### src/patsr_consts.svh
`ifndef PATSR_CONSTS_SVH
`define PATSR_CONSTS_SVH

// Register byte offsets
`define PATSR_ADDR_W        8
`define PATSR_ADDR_CTRL     8'h00
`define PATSR_ADDR_SRC      8'h04
`define PATSR_ADDR_SWC      8'h08
`define PATSR_ADDR_STAT     8'h0C

// Control register fields
`define PATSR_CTRL_T3SEL    0
`define PATSR_CTRL_MODE_LSB 1
`define PATSR_CTRL_MODE_MSB 2

// Software control register fields
`define PATSR_SWC_MODE_LSB  0
`define PATSR_SWC_MODE_MSB  5
`define PATSR_SWC_VAL_LSB   8
`define PATSR_SWC_VAL_MSB   13

// Reset values
`define PATSR_SRC_RST       6'h00
`define PATSR_SWC_RST       6'h00

// Port pin filter depth
`define PATSR_PIN_STAGES    3

`endif

### src/patsr_pkg.sv
package patsr_pkg;

	typedef enum logic [1:0] {
		PATSR_SRC_GEN   = 2'h0,
		PATSR_SRC_PORT  = 2'h1,
		PATSR_SRC_TIMER = 2'h2,
		PATSR_SRC_LIMIT = 2'h3
	} patsr_src_t;

	typedef enum logic [1:0] {
		PATSR_MODE_SEQ   = 2'h0,
		PATSR_MODE_PAR   = 2'h1,
		PATSR_MODE_INDEP = 2'h2,
		PATSR_MODE_RSVD  = 2'h3
	} patsr_mode_t;

endpackage : patsr_pkg

### src/patsr_router.sv
// What this block does
// - Modulator reload makes exactly one internal sync pulse.
// - Select bit set routes reload sync into timer channel 3 input.
// - Timer 3 drives primary converter trigger, timer 2 the secondary.
// - Sequential and parallel modes: primary trigger starts both converters.
// - Independent mode: secondary starts converter b, primary starts a.
// - Alternate source only when pair in software mode, its two mode bits and two value bits all 1.
// - Port source: pins 2, 3, 4 drive pairs 0/1, 2/3, 4/5.
// - Timer source: channels 0, 2, 3 drive pairs 0/1, 2/3, 4/5.
// - Limit source: samples 0, 1, 2 drive pairs 0/1, 2/3, 4/5.
// - Above high limit deactivates signal, below low limit activates.
`timescale 1ns/1ps
`include "patsr_consts.svh"

module patsr_router
	import patsr_pkg::*;
(
	input  wire logic        pclk,
	input  wire logic        presetn,
	input  wire logic        psel,
	input  wire logic        penable,
	input  wire logic        pwrite,
	input  wire logic [7:0]  paddr,
	input  wire logic [31:0] pwdata,
	output logic      [31:0] prdata,
	output logic             pready,
	output logic             pslverr,
	input  wire logic        pwm_reload,
	input  wire logic [5:0]  pwm_gen,
	input  wire logic [3:0]  timer_out,
	input  wire logic        port_b_pin2,
	input  wire logic        port_b_pin3,
	input  wire logic        port_b_pin4,
	input  wire logic [2:0]  limit_high,
	input  wire logic [2:0]  limit_low,
	output logic             timer3_sync_in,
	output logic             adc_trigger_primary,
	output logic             adc_trigger_secondary,
	output logic             converter_a_start,
	output logic             converter_b_start,
	output logic      [5:0]  pwm_out
);

	localparam int PAIRS = 3;

	// Register file state
	logic              t3sel_reg;
	logic              t3sel_next;
	patsr_mode_t       mode_reg;
	patsr_mode_t       mode_next;
	logic [5:0]        src_reg;
	logic [5:0]        src_next;
	logic [5:0]        swc_mode_reg;
	logic [5:0]        swc_mode_next;
	logic [5:0]        swc_val_reg;
	logic [5:0]        swc_val_next;
	logic [31:0]       prdata_reg;
	logic [31:0]       prdata_next;
	logic              pready_reg;
	logic              pready_next;
	logic              pslverr_reg;
	logic              pslverr_next;
	logic [31:0]       rdata;
	logic              mapped;
	logic              wr_done;

	// Trigger routing state
	logic              reload_d_reg;
	logic              reload_d_next;
	logic              sync_reg;
	logic              sync_next;
	logic              t3in_reg;
	logic              t3in_next;
	logic              prim_reg;
	logic              prim_next;
	logic              sec_reg;
	logic              sec_next;
	logic              prim_d_reg;
	logic              prim_d_next;
	logic              sec_d_reg;
	logic              sec_d_next;
	logic              conv_a_reg;
	logic              conv_a_next;
	logic              conv_b_reg;
	logic              conv_b_next;

	// Waveform source state
	logic [2:0]        pin_raw;
	logic [2:0]        pin_s1_reg;
	logic [2:0]        pin_s2_reg;
	logic [2:0]        pin_s3_reg;
	logic [2:0]        pin_val_reg;
	logic [2:0]        pin_val_next;
	logic [2:0]        lim_reg;
	logic [2:0]        lim_next;
	logic [5:0]        pwm_out_reg;
	logic [5:0]        pwm_out_next;
	logic [2:0]        alt_ok;
	logic [2:0]        tmr_src;

	assign pin_raw = {port_b_pin4, port_b_pin3, port_b_pin2};
	assign tmr_src = {timer_out[3], timer_out[2], timer_out[0]};

	assign prdata                = prdata_reg;
	assign pready                = pready_reg;
	assign pslverr               = pslverr_reg;
	assign timer3_sync_in        = t3in_reg;
	assign adc_trigger_primary   = prim_reg;
	assign adc_trigger_secondary = sec_reg;
	assign converter_a_start     = conv_a_reg;
	assign converter_b_start     = conv_b_reg;
	assign pwm_out               = pwm_out_reg;

	// APB slave, one wait state per access
	always_comb begin
		mapped = 1'b1;
		rdata  = 32'h0000_0000;
		case (paddr)
			`PATSR_ADDR_CTRL: rdata[2:0] = {mode_reg, t3sel_reg};
			`PATSR_ADDR_SRC:  rdata[5:0] = src_reg;
			`PATSR_ADDR_SWC: begin
				rdata[`PATSR_SWC_MODE_MSB:`PATSR_SWC_MODE_LSB] = swc_mode_reg;
				rdata[`PATSR_SWC_VAL_MSB:`PATSR_SWC_VAL_LSB]   = swc_val_reg;
			end
			`PATSR_ADDR_STAT: rdata[16:0] = {prim_reg, sec_reg, lim_reg,
				pin_val_reg, alt_ok, pwm_out_reg};
			default: mapped = 1'b0;
		endcase
		pready_next   = psel & penable & ~pready_reg;
		prdata_next   = pready_next ? rdata : 32'h0000_0000;
		pslverr_next  = pready_next & ~mapped;
		wr_done       = psel & penable & pready_reg & pwrite;
		t3sel_next    = t3sel_reg;
		mode_next     = mode_reg;
		src_next      = src_reg;
		swc_mode_next = swc_mode_reg;
		swc_val_next  = swc_val_reg;
		if (wr_done) begin
			case (paddr)
				`PATSR_ADDR_CTRL: begin
					t3sel_next = pwdata[`PATSR_CTRL_T3SEL];
					mode_next  = patsr_mode_t'(
						pwdata[`PATSR_CTRL_MODE_MSB:`PATSR_CTRL_MODE_LSB]);
				end
				`PATSR_ADDR_SRC: src_next = pwdata[5:0];
				`PATSR_ADDR_SWC: begin
					swc_mode_next =
						pwdata[`PATSR_SWC_MODE_MSB:`PATSR_SWC_MODE_LSB];
					swc_val_next =
						pwdata[`PATSR_SWC_VAL_MSB:`PATSR_SWC_VAL_LSB];
				end
				default: t3sel_next = t3sel_reg;
			endcase
		end
	end

	always_ff @(posedge pclk or negedge presetn) begin
		if (!presetn) begin
			t3sel_reg    <= 1'b0;
			mode_reg     <= PATSR_MODE_SEQ;
			src_reg      <= `PATSR_SRC_RST;
			swc_mode_reg <= `PATSR_SWC_RST;
			swc_val_reg  <= `PATSR_SWC_RST;
			prdata_reg   <= 32'h0000_0000;
			pready_reg   <= 1'b0;
			pslverr_reg  <= 1'b0;
		end else begin
			t3sel_reg    <= t3sel_next;
			mode_reg     <= mode_next;
			src_reg      <= src_next;
			swc_mode_reg <= swc_mode_next;
			swc_val_reg  <= swc_val_next;
			prdata_reg   <= prdata_next;
			pready_reg   <= pready_next;
			pslverr_reg  <= pslverr_next;
		end
	end

	// Sync and converter trigger routing
	always_comb begin
		reload_d_next = pwm_reload;
		sync_next     = pwm_reload & ~reload_d_reg;
		t3in_next     = t3sel_reg & sync_reg;
		prim_next     = timer_out[3];
		sec_next      = timer_out[2];
		prim_d_next   = prim_reg;
		sec_d_next    = sec_reg;
		conv_a_next   = prim_reg & ~prim_d_reg;
		if (mode_reg == PATSR_MODE_INDEP)
			conv_b_next = sec_reg & ~sec_d_reg;
		else
			conv_b_next = prim_reg & ~prim_d_reg;
	end

	always_ff @(posedge pclk or negedge presetn) begin
		if (!presetn) begin
			reload_d_reg <= 1'b0;
			sync_reg     <= 1'b0;
			t3in_reg     <= 1'b0;
			prim_reg     <= 1'b0;
			sec_reg      <= 1'b0;
			prim_d_reg   <= 1'b0;
			sec_d_reg    <= 1'b0;
			conv_a_reg   <= 1'b0;
			conv_b_reg   <= 1'b0;
		end else begin
			reload_d_reg <= reload_d_next;
			sync_reg     <= sync_next;
			t3in_reg     <= t3in_next;
			prim_reg     <= prim_next;
			sec_reg      <= sec_next;
			prim_d_reg   <= prim_d_next;
			sec_d_reg    <= sec_d_next;
			conv_a_reg   <= conv_a_next;
			conv_b_reg   <= conv_b_next;
		end
	end

	// Per-pair source selection; alternate source drives odd as complement
	for (genvar p = 0; p < PAIRS; p++) begin : g_pair
		patsr_src_t sel;
		logic       alt;
		assign sel       = patsr_src_t'(src_reg[2*p +: 2]);
		assign alt_ok[p] = &{swc_mode_reg[2*p +: 2],
			swc_val_reg[2*p +: 2]};
		always_comb begin
			alt = 1'b0;
			case (sel)
				PATSR_SRC_PORT:  alt = pin_val_reg[p];
				PATSR_SRC_TIMER: alt = tmr_src[p];
				PATSR_SRC_LIMIT: alt = lim_reg[p];
				default:         alt = 1'b0;
			endcase
			if (pin_s2_reg[p] == pin_s3_reg[p])
				pin_val_next[p] = pin_s3_reg[p];
			else
				pin_val_next[p] = pin_val_reg[p];
			if (limit_high[p])
				lim_next[p] = 1'b0;
			else if (limit_low[p])
				lim_next[p] = 1'b1;
			else
				lim_next[p] = lim_reg[p];
			if (alt_ok[p] && sel != PATSR_SRC_GEN)
				pwm_out_next[2*p +: 2] = {~alt, alt};
			else
				pwm_out_next[2*p +: 2] = pwm_gen[2*p +: 2];
		end
	end

	always_ff @(posedge pclk or negedge presetn) begin
		if (!presetn) begin
			pin_s1_reg  <= 3'h0;
			pin_s2_reg  <= 3'h0;
			pin_s3_reg  <= 3'h0;
			pin_val_reg <= 3'h0;
			lim_reg     <= 3'h0;
			pwm_out_reg <= 6'h00;
		end else begin
			pin_s1_reg  <= pin_raw;
			pin_s2_reg  <= pin_s1_reg;
			pin_s3_reg  <= pin_s2_reg;
			pin_val_reg <= pin_val_next;
			lim_reg     <= lim_next;
			pwm_out_reg <= pwm_out_next;
		end
	end
endmodule : patsr_router

### config.mk
export PLATFORM = sky130hd
export DESIGN_NAME = patsr_router
export DESIGN_NICKNAME = d
export VERILOG_FILES = /design/src/patsr_pkg.sv /design/src/patsr_router.sv
export VERILOG_INCLUDE_DIRS = /design/src /design/src/src
export SDC_FILE = /design/constraint.sdc
export NUM_CORES = 1
export LEC_CHECK = 0
export ABC_CLOCK_PERIOD_IN_PS = 1200
export BUFFER_PORTS_ARGS = -buffer_cell sky130_fd_sc_hd__buf_2
export CORE_UTILIZATION = 30
export CTS_CLUSTER_DIAMETER = 80
export CTS_CLUSTER_SIZE = 16
export DETAILED_ROUTE_END_ITERATION = 10
export SLEW_MARGIN = 20
export SYNTH_ARGS = -nofsm -noshare
export SYNTH_HDL_FRONTEND = slang
export SYNTH_SLANG_ARGS = --single-unit
### constraint.sdc
create_clock -name pclk -period 1.2 [get_ports pclk]
set_input_delay 0.06 -clock pclk [delete_from_list [all_inputs] [get_ports pclk]]
set_output_delay 0.06 -clock pclk [all_outputs]
set_load 0.02 [all_outputs]
## After elaboration in Yosys (flattened, before gate mapping)

Index checks and enable logic that the tools add are counted.

- Bits in registers: 70
- Input port bits: 65

- Bitwise operators: 17
- Eq/ne operators: 16
- Mux-type cells: 20
- Reduce and logical (&&, ||, !) cells: 17

Operators by type and width:

| cell | count |
|---|---|
| 2-to-1 mux 17 bit | 1 |
| equality test 8 x 4 -> 1 bit (second input constant) | 2 |
| equality test 2 bit (second input constant) | 7 |
| case mux 3 bit (4 select lines) | 1 |
| case mux 6 bit (2 select lines) | 1 |
| AND reduction 4 bit | 3 |
| nonzero test 2 bit | 6 |
| AND 1 bit | 9 |
| case mux 1 bit (3 select lines) | 3 |
| case mux 3 bit (3 select lines) | 1 |
| equality test 8 x 3 -> 1 bit (second input constant) | 1 |
| zero test 8 bit | 1 |
| 2-to-1 mux 1 bit | 8 |
| 2-to-1 mux 2 bit | 4 |
| inverter 1 bit | 8 |
| equality test 2 x 1 -> 1 bit (second input constant) | 3 |
| AND reduction 2 bit | 3 |
| OR reduction 4 bit | 1 |
| equality test 1 bit | 3 |
| logical AND 1 bit | 3 |
| 2-to-1 mux 3 bit | 1 |

## Longest topological paths before layout

Gate-level depths: netlist of run 1.

- Depth after elaboration: 5
- Gate-level depth with buffers: 5

## Worst setup path after synthesis of run 1

No wires, ideal clock.

- Path type: in2reg
- From: in paddr[1]
- To: reg swc_mode_reg[0]
- Setup slack: -0.455 ns
- Library setup time: 0.125 ns
- Path buffers: 1
- Stages: 5
- Arrival: 1.530 ns
- Path through: or4_4 -> nor4_4 -> and3b_4 -> buf_12 -> mux2_4

- Word-level cells in the longest chain between the ends: 2

Ends and longest elaborated chain:

| item | line | text |
|---|---|---|
| start, declared | patsr_router.sv:23 | `input wire logic [7:0] paddr,` |
| equality test 8 x 4 -> 1 bit | patsr_router.sv:139 | `case (paddr)` |
| AND reduction 2 bit (no source line) | - |  |
| end signal, assigned | patsr_router.sv:162 | `` swc_mode_reg <= `PATSR_SWC_RST; `` |
| end signal, assigned | patsr_router.sv:171 | `swc_mode_reg <= swc_mode_next;` |
| end, declared | patsr_router.sv:53 | `logic [5:0] swc_mode_reg;` |

Every way passes these cells.
A chain may end at the register's enable or synchronous reset.

## Worst setup path in the final report of run 1

- From: in paddr[4]
- To: reg swc_val_reg[4]

- Word-level cells in the longest chain between the ends: 2

Ends and longest elaborated chain:

| item | line | text |
|---|---|---|
| equality test 8 x 4 -> 1 bit | patsr_router.sv:139 |  |
| AND reduction 2 bit (no source line) | - |  |
| end signal, assigned | patsr_router.sv:163 | `` swc_val_reg <= `PATSR_SWC_RST; `` |
| end signal, assigned | patsr_router.sv:172 | `swc_val_reg <= swc_val_next;` |
| end, declared | patsr_router.sv:55 | `logic [5:0] swc_val_reg;` |

Every way passes these cells.

==> summary.md, run 1 <==
| Metric | Value |
|---|---|
| Num CTS Buffers | 9 |
| CP max FO | 8 |
| Pwr dens | 1170 mW/mm^2 |
| Largest net degree at the start of global routing | 32 |
| Post-synth top flop | dfrtp_1 |
| Drt total wl | between 6000 and 7000 um |
| Startpoint types | primary input |
| Initial Util | 0.308 |
| I/O Buffers | 73 |
| Initial antenna violation count | 0 |
| Final worst setup slack | -0.250 ns |
| Final design utilization | 0.451 |
| Layout cells sized above 1 | 0.469 |
| H-tree levels | 3 |
| DR WL/cell | approximately 14 um |
| Max reg flops | 17 |
| WS Path Type | primary input to flop |
| Unrepaired setup endpoints after global routing | yes |
| Hold Crit Start | paddr[4] |
| Via Count | between 2k and 2.5k |
| Critical Path Start | paddr[4] |
| Cell count after synthesis | around 210 |
| Global-route wire length before repair | 10400 um |
| Clk sinks | 70 |
| Total power | between 0.004 and 0.005 W |
| Root buffer cell | clkbuf_8 |
| Synth area leader | dfrtp_1 |
| Hold Fails Final Rpt | 0 |
| Yosys Warn Count | 0 |
| Worst Path Buf+Inv | 2 |
| Count leader, synth | dfrtp_1 |
| Fin crit share | 1.21 |
| Worst Max-Slew Pin Slew | just over 0.6 ns |
| Die ar. | 0.00983 mm^2 |
| Worst path arrival time | around 1.7 ns |
| Fin crit period | about 1.4 ns |
| Synth top area share | 0.618 |
| Number of placement rows | 35 |
| CP Data Required Time | around 1.4 ns |
| Outcome | finished with violations |
| Vias in the first global route | roughly 2.1k |
| Max-slew violation count | 0 |
| Final cell count without fillers | 461 |
| DP Cell Count | slightly above 400 |
| Avg Vias per Cell | 4.34 |
| Failing checks | negative setup slack |
| # diodes | 0 |
| EDFF count, synth | 0 |
| Reg-to-reg critical path startpoint | pready |
| Clock buffer depth | 2 |
| Largest cells by area after synthesis | dfrtp_1 62%, mux2_2 5.6%, mux2_4 5.3%, buf_4 4.0%, nor2_1 3.3% |
| Synthesized area | 0.00283 mm^2 |
| Global route total overflow | 0 |
| Slowest-stage cell, CP | or4_4 |
| Clk Latency, worst-skew pair | between 0.3 and 0.4 ns |
| Worst Skew | around 0.0063 ns |
| Slew headroom | 0.582 |
| Fin nets | around 400 |
| TritonCTS clock tree | yes |
| Global Route Usage Sum | 0.141 |
| Die Width | ~99 um |
| Hold Slack | 0.0242 ns |
| FMAX | 690 MHz |
| Synth-to-layout area growth | 46.3% |
| Die height | 99.2 um |
| TritonRoute pass-1 iters | 6 |
| Post-route ant nets | 0 |
| Synth async-reset ratio | 1.00 |
| Sequential Area | approximately 0.0018 mm^2 |
| Starting DRT DRC Count | 72 |
| Leakage | 2.04 nW |
| Crit-path leading delay family | simple AND/OR/NAND/NOR gates |
| Avg Cell Area, Syn | 13.4 um^2 |
| Io pins | 110 |
| Reg clk slew, reported paths | 0.08 ns |
| Critical path's largest stage delay | ~0.55 ns |
| Worst min path class | primary input to flop |
| Crit end category | flop |
| Worst-path cell chain | buf_6 -> or4_4 -> nor4_4 -> and3b_4 -> buf_12 -> mux2_4 |
| Commonest cells post-synth | 70 x dfrtp_1, 25 x nor2_1, 15 x buf_4, 14 x mux2_2, 13 x nand2_1 |
| Final GP Congestion | 0.765 |
| DRC | 0 |
| Max VDD drop | between 0.5 and 0.6 mV |
| Setup violators final | 38 |
| Seq/Total Area, Yosys | 0.618 |
| Cell variety after synth | 32 |
| Filler cells | just under 900 |
| Multi-input logic area | ~0.0011 mm^2 |
| Core area | ~0.0092 mm^2 |
| Synthesized flop and latch total | 70 |
| HPWL Detailed | 4580 um |
| MaxCap Viol Count | 0 |
[power by group]
part / switching [W] / total (W) / internal, W / leakage, nW
sequential: 0.0000377 / 0.00246 / 0.00242 / 0.914
clock: 0.000903 / 0.00191 / 0.00101 / 0.102
combinational: 0.000249 / 0.000481 / 0.000233 / 1.02
total: 0.00119 / 0.00485 / 0.00366 / 2.04
[metal layers]
layer | part of all wire | track usage
met1 | 0.46 | 0.186
met5 | 0 | 0
met4 | 0.018 | 0.0645
met3 | 0.044 | 0.0358
met2 | 0.48 | 0.222
[through the flow]
| step | setup WS, ns | cell area (um^2) | TNS (ns) |
|---|---|---|---|
| 2_1_floorplan | -0.376 | 2890 | -7.72 |
| 3_3_place_gp | -0.551 | 3440 | -13.49 |
| 3_5_place_dp | -0.552 | 3440 | -13.35 |
| 4_1_cts | -0.242 | 4090 | -6.04 |
| 5_1_grt | -0.282 | 4140 | -7.54 |
| 6_report | -0.250 | 4140 | -5.96 |
[path summary, 6_finish.rpt]
path / end / slack [ns] / depth (start not counted)
min in group asynchronous: src_reg[4] / 0.13 / 2
hold reg to reg: pin_s2_reg[1] / 0.35 / 0
hold / removal: prdata[4] / 0.02 / 4
setup / recovery: swc_val_reg[4] / -0.25 / 6
setup reg to reg: swc_val_reg[4] / -0.23 / 5
max in group asynchronous: pready / 0.60 / 3
[final cells by class]
cell class | instances | area share
timing repair buffer | 128 | 0.226
tap | 111 | 0.0335
clock inverter | 6 | 0.0148
clock buffer | 10 | 0.0332
inverter | 2 | 0.00242
sequential | 70 | 0.423
multi-input combinational | 134 | 0.268
[layout by cell type, fill, tap and decap left out, types with 3 or more instances in the layout]
cell type      count
buf_12             4
dfrtp_1           69
buf_4             15
a22oi_1            3
buf_2             71
mux4_2             3
and2_1             3
nor2b_1            3
nor2_1            16
and2_4             3
dlygate4sd3_1     33
mux2_4            12
o21a_1             3
mux2_2            12
o21ai_0            4
nand2_1            9
nand4_1            3
conb_1            15
nor2_2             5
clkbuf_8          10
buf_6              5
a21o_1             3
maj3_1             3
a21oi_1            4
clkinv_2           3
nor2_4             4
mux2i_1            9
[kinds of logic (layout without fill, tap and decap cells)]
logic type      Yosys count  in the layout  synth area share
buf+inv                  21            146            0.0534
mux                      36             36             0.164
flops                    70             70             0.618
fa+ha+maj                 3              3            0.0106
compound gates           17             17            0.0380
simple gates             63             63             0.114
other cells               1             15           0.00132
[what timing repair did]
item,CTS,global route
hold buffers,33,0
hold endpoints to repair,108,0
pin swaps,15,4
resized for setup,27,12
setup endpoints to repair,38,39
setup buffers,2,1
[tightest hold or removal path, delay by kind of cell]
family	cells	cell delay (ns)
simple gates	3	0.21
buf+inv	1	0.07
(Power assumes the default switching activity.)
==> run 2, diff against run 1 <==
--- a/config.mk
+++ b/config.mk
@@ -8,6 +8,8 @@
 export LEC_CHECK = 0
 export ABC_CLOCK_PERIOD_IN_PS = 1200
 export BUFFER_PORTS_ARGS = -buffer_cell sky130_fd_sc_hd__buf_2
+export CAP_MARGIN = 20
+export CORE_ASPECT_RATIO = 1.1
 export CORE_UTILIZATION = 30
 export CTS_CLUSTER_DIAMETER = 80
 export CTS_CLUSTER_SIZE = 16
==> run 2 against run 1 <==
Net effect: power rose by 5.5%; clock-buffer cell count is 3 higher; fmax down 0.88%; sequential share of layout area down 0.37 points; via count fell by 0.25%; largest power group unchanged; register-to-register slack barely moved; worst setup slack worse by 0.013 ns; the flow still finishes with violations (negative setup slack); flip-flop and latch count stayed put; design area rose by 0.88%; clock skew up 0.00060 ns.
==> summary.md, run 2 (same netlist as run 1, synthesis figures left out) <==
| Metric | Value |
|---|---|
| Final GP Congestion | 0.806 |
| H-tree levels | 3 |
| Filler cells | 834 |
| Drt total wl | approximately 6400 um |
| Fin crit share | 1.22 |
| Number of placement rows | 36 |
| HPWL Detailed | 4520 um |
| I/O Buffers | 73 |
| Most frequent cells in the layout | 72 x buf_2, 69 x dfrtp_1, 33 x dlygate4sd3_1, 16 x nor2_1, 15 x conb_1 |
| Global-route wire length before repair | between 10000 and 15000 um |
| DR WL/cell | 13.9 um |
| Failing checks | negative setup slack |
| Clk Latency, worst-skew pair | around 0.35 ns |
| Clk sinks | 70 |
| Unrepaired setup endpoints after global routing | yes |
| CP Data Required Time | 1.43 ns |
| Critical Path Start | paddr[4] |
| # diodes | 0 |
| Via Count | approximately 2.0k |
| Global route total overflow | 0 |
| Max-slew violation count | 0 |
| Die ar. | 0.00984 mm^2 |
| Slowest-stage cell, CP | or4_4 |
| TritonCTS clock tree | yes |
| Max reg flops | 17 |
| Leakage | about 2.0 nW |
| Crit end category | flop |
| Layout cells sized above 1 | 0.457 |
| TritonRoute pass-1 iters | 4 |
| CP max FO | 6 |
| Worst Max-Slew Pin Slew | between 0.6 and 0.7 ns |
| WS Path Type | primary input to flop |
| Starting DRT DRC Count | 97 |
| Outcome | finished with violations |
| Synth-to-layout area growth | 47.6% |
| Worst min path class | primary input to flop |
| MaxCap Viol Count | 0 |
| DRC | 0 |
| Worst Path Buf+Inv | 2 |
| Die Width | roughly 95 um |
| Clock buffer depth | 2 |
| Reg-to-reg critical path startpoint | pready |
| Fin crit period | between 1 and 1.5 ns |
| Critical path's largest stage delay | about 0.56 ns |
| Die height | slightly above 100 um |
| Worst path arrival time | 1.69 ns |
| Pwr dens | roughly 1200 mW/mm^2 |
| Initial Util | 0.314 |
| FMAX | between 600 and 700 MHz |
| Startpoint types | primary input |
| Hold Slack | approximately 0.041 ns |
| Hold Fails Final Rpt | 0 |
| Root buffer cell | clkbuf_8 |
| Final worst setup slack | -0.262 ns |
| Num CTS Buffers | 9 |
| Max VDD drop | 0.564 mV |
| DP Cell Count | 407 |
| Worst-path cell chain | buf_6 -> or4_4 -> nor4_4 -> and3b_4 -> buf_12 -> mux2_4 |
| R2R Setup Slk | -0.24 ns |
| Register-to-Register Path Depth | 5 |
| Post-route ant nets | 0 |
| Setup crit end | swc_val_reg[1] |
| Core area | about 0.009 mm^2 |
| Initial antenna violation count | 0 |
| Most common cell after layout, fill and taps aside | buf_2 |
| Number of cells on the critical path | 6 |
| Reg clk slew, reported paths | around 0.070 ns |
| Final cell count without fillers | about 460 |
| Avg Vias per Cell | around 4.3 |
| Largest net degree at the start of global routing | 50 |
| Io pins | 110 |
| Worst Skew | 0.00695 ns |
| Critical R2R Capture | swc_val_reg[1] |
| Fin nets | 408 |
| Vias in the first global route | 2084 |
| Slew headroom | 0.550 |
| Global Route Usage Sum | 0.139 |
| Crit-path leading delay family | simple AND/OR/NAND/NOR gates |
| Setup violators final | 36 |
| Total power | a little over 0.005 W |
## run 2: changes by cell type in the layout (fill, tap and decap cells not counted), sizes merged
| cell | change |
|---|---|
| buf | -2 |
| bufinv | +1 |
| clkbuf | +3 |
| clkinv | -3 |
| clkinvlp | -1 |
## run 2: per-stage QoR
step / setup TNS [ns] / util / cell area, um^2 / setup slack, ns
after floorplan: -7.72 / - / 2890 / -0.376
after global placement: -14.03 / 0.375 / 3380 / -0.597
after detailed placement: -14.62 / 0.375 / 3380 / -0.626
after CTS: -5.64 / 0.451 / 4070 / -0.239
after global routing: -8.49 / 0.464 / 4180 / -0.300
final: -6.89 / 0.464 / 4180 / -0.262
## run 2: routing by layer
metal,global-route usage,part of all wire
met4,0.0714,0.023
met1,0.170,0.43
met5,0,0
met3,0.0380,0.056
met2,0.221,0.49
## run 2: worst reg2reg max path: stages, from the launching register on
cell and delay [ns]:
dfrtp_2 0.37, nand2_2 0.07, nor4_4 0.18, and3b_4 0.28, buf_12 0.14, mux2_4 0.30
## run 2: worst min path at each step
stage               startpoint             endpoint  cells past startpoint  slack [ns]
floorplan              presetn  adc_trigger_primary                      0       -0.24
global placement       presetn        pin_s2_reg[2]                      2        0.08
detailed placement     presetn        pin_s2_reg[2]                      2        0.09
CTS                   paddr[3]            prdata[7]                      3        0.02
global route          paddr[3]            prdata[7]                      3        0.03
finish                paddr[3]            prdata[7]                      3        0.04
## run 2: power breakdown
part,total [W],switching (W),internal (W)
combinational,0.000477,0.000248,0.000229
sequential,0.00246,0.0000360,0.00242
clock,0.00218,0.000847,0.00134
## run 2: final cells by class
type,instances,area [um^2],area share
multi-input combinational,134,1120,0.268
tap,114,143,0.0341
inverter,2,10.0,0.00239
clock inverter,3,65.1,0.0156
sequential,70,1750,0.419
clock buffer,13,169,0.0404
timing repair buffer,126,922,0.221
## run 2: repair_timing
item	in CTS	in global routing
gates resized for setup	21	17
endpoints found under the hold margin	108	0
buffers inserted	4	2
setup endpoints to repair	38	38
pin swaps	11	10
hold buffers	33	0
==> run 3, diff against run 2 <==
--- a/config.mk
+++ b/config.mk
@@ -11,6 +11,7 @@
 export CAP_MARGIN = 20
 export CORE_ASPECT_RATIO = 1.1
 export CORE_UTILIZATION = 30
+export CTS_BUF_LIST = sky130_fd_sc_hd__clkbuf_2 sky130_fd_sc_hd__clkbuf_4 sky130_fd_sc_hd__clkbuf_8
 export CTS_CLUSTER_DIAMETER = 80
 export CTS_CLUSTER_SIZE = 16
 export DETAILED_ROUTE_END_ITERATION = 10
==> run 3 against run 2 <==
Net effect: core utilization is essentially flat; sequential power barely moved; design area hardly changed; non-clock buffer count is the same; combinational power about the same; cell count stayed put; clock-buffer cell count unchanged; the run still ends with negative setup slack left; clock skew barely moved; sequential share of layout area hardly changed; routed wire length about the same; via count is the same.
==> summary.md, run 3 (same netlist as run 1, synthesis figures left out) <==
| Metric | Value |
|---|---|
| Outcome | finished with violations |
| Failing checks | negative setup slack |
| Net Sw Frac | 0.220 |
| Die ar. | approximately 0.01 mm^2 |
| DP Cell Count | 407 |
| Crit end category | flop |
| WS Path Type | primary input to flop |
| Register-to-Register Path Depth | 5 |
| Filler cells | between 800 and 900 |
| Die Width | ~95 um |
| Reg-to-reg critical path startpoint | pready |
| Final cell count without fillers | 462 |
| Fin nets | 408 |
| TritonRoute pass-1 iters | 4 |
| MaxCap Viol Count | 0 |
| Final design utilization | 0.464 |
| Critical R2R Capture | swc_val_reg[1] |
| DRC | 0 |
| Fin crit period | 1.46 ns |
| Critical Path Start | paddr[4] |
| Hold Slack | between 0.04 and 0.05 ns |
| Global Route Usage Sum | 0.139 |
| Worst path arrival time | approximately 1.7 ns |
| Clk Latency, worst-skew pair | ~0.35 ns |
| Avg Vias per Cell | 4.32 |
| Via Count | between 1.5k and 2k |
| CP Data Required Time | between 1 and 1.5 ns |
| Global-route wire length before repair | between 10000 and 15000 um |
| Comb pwr share | 0.093 |
| Max-slew violation count | 0 |
| Core area | 0.00901 mm^2 |
| # diodes | 0 |
| Most common cell after layout, fill and taps aside | buf_2 |
| Starting DRT DRC Count | 99 |
| Hold Crit Start | paddr[3] |
| Largest net degree at the start of global routing | 50 |
| Io pins | 110 |
| HPWL Detailed | about 4500 um |
| Most frequent cells in the layout | 72 x buf_2, 69 x dfrtp_1, 33 x dlygate4sd3_1, 16 x nor2_1, 15 x conb_1 |
| Worst min path class | primary input to flop |
| DR WL/cell | 13.9 um |
| Slew headroom | 0.550 |
| Leakage | a little over 2 nW |
| Max VDD drop | 0.564 mV |
| Hold Fails Final Rpt | 0 |
| Clock buffer depth | 2 |
| Hold Path Sink | prdata[7] |
| Vias in the first global route | about 2.1k |
| Internal cell power | 0.00401 W |
| Sequential Area | approximately 0.0018 mm^2 |
| Clock group share of total power | 0.429 |
| Root buffer cell | clkbuf_8 |
| Hold path cells | 3 |
| Layout cells sized above 1 | 0.460 |
| Unrepaired setup endpoints after global routing | yes |
| Pwr dens | 1230 mW/mm^2 |
| Final worst setup slack | -0.262 ns |
| CP max FO | 6 |
| R2R Setup Slk | -0.24 ns |
| Sequential Power Share | 0.478 |
| I/O Buffers | 73 |
| Setup tns final | -6.90 ns |
| Clk sinks | 70 |
| Number of placement rows | 36 |
| Reg clk slew, reported paths | ~0.07 ns |
| H-tree levels | 3 |
| Global route total overflow | 0 |
| Fin crit share | 1.22 |
| Sw Pwr | about 0.0011 W |
| Worst Max-Slew Pin Slew | 0.669 ns |
| FMAX | around 680 MHz |
| Synth-to-layout area growth | 47.7% |
| Multi-input logic area | between 0.001 and 0.0015 mm^2 |
| Setup violators final | 36 |
| Startpoint types | primary input |
| Pre-CTS WS | -0.626 ns |
| Initial Util | 0.314 |
| Num CTS Buffers | 9 |
| Worst Skew | between 0.006 and 0.007 ns |
| Final GP Congestion | just over 0.8 |
| Max reg flops | 17 |
| Die height | 104 um |
| TritonCTS clock tree | yes |
| Initial antenna violation count | 0 |
| Drt total wl | between 6000 and 7000 um |
| Post-route ant nets | 0 |
## run 3: changes by cell type in the layout (fill, tap and decap cells not counted)
cell	delta
clkbuf_1	-1
clkbuf_4	+1
## run 3: power by group through the flow
stage / Combinational [W] / Sequential [W] / Clock, W
after floorplan: 0.000175 / 0.00252 / 0
after CTS: 0.000468 / 0.00246 / 0.00227
after global routing: 0.000521 / 0.00246 / 0.00238
after global placement: 0.000363 / 0.00250 / 0
after detailed placement: 0.000370 / 0.00250 / 0
final: 0.000477 / 0.00246 / 0.00221
## run 3: what timing repair did
item | in CTS | in global routing
pin swaps | 11 | 10
resized for setup | 21 | 17
endpoints found under the setup margin | 38 | 38
endpoints found under the hold margin | 108 | 0
setup buffers | 4 | 2
hold buffers | 33 | 0
## run 3: cell type report
cell class              count  share of cell area
well taps                 114              0.0341
multi-input cells         134               0.267
inverters                   2             0.00239
repair buffers            126               0.220
flip-flops and latches     70               0.419
clock inverters             3              0.0156
clock buffers              13              0.0413
## run 3: worst max-delay path by stage
stage | endpoint | slack, ns | depth (start not counted)
after floorplan | swc_mode_reg[0] | -0.38 | 5
after global placement | swc_val_reg[0] | -0.60 | 5
after detailed placement | swc_val_reg[0] | -0.63 | 5
after CTS | swc_val_reg[3] | -0.24 | 6
after global routing | swc_val_reg[3] | -0.30 | 5
final | swc_val_reg[1] | -0.26 | 6
## run 3: metal layers
metal  up-vias  share of wire  GRT usage
met3        11          0.056     0.0380
li1        957              -          -
met4         0          0.023     0.0714
met2        69           0.49      0.221
met1       960           0.43      0.170
met5         -              0          0
## run 3: per-stage QoR
step	cell area (um^2)	total power, W
floorplan	2890	0.00270
global placement	3380	0.00286
detailed placement	3380	0.00287
CTS	4070	0.00520
global route	4180	0.00536
finish	4180	0.00514
## run 3: critical path, cell delays in order
cell and delay, ns:
buf_6 0.09, or4_4 0.56, nor4_4 0.27, and3b_4 0.28
buf_12 0.14, mux2_4 0.29
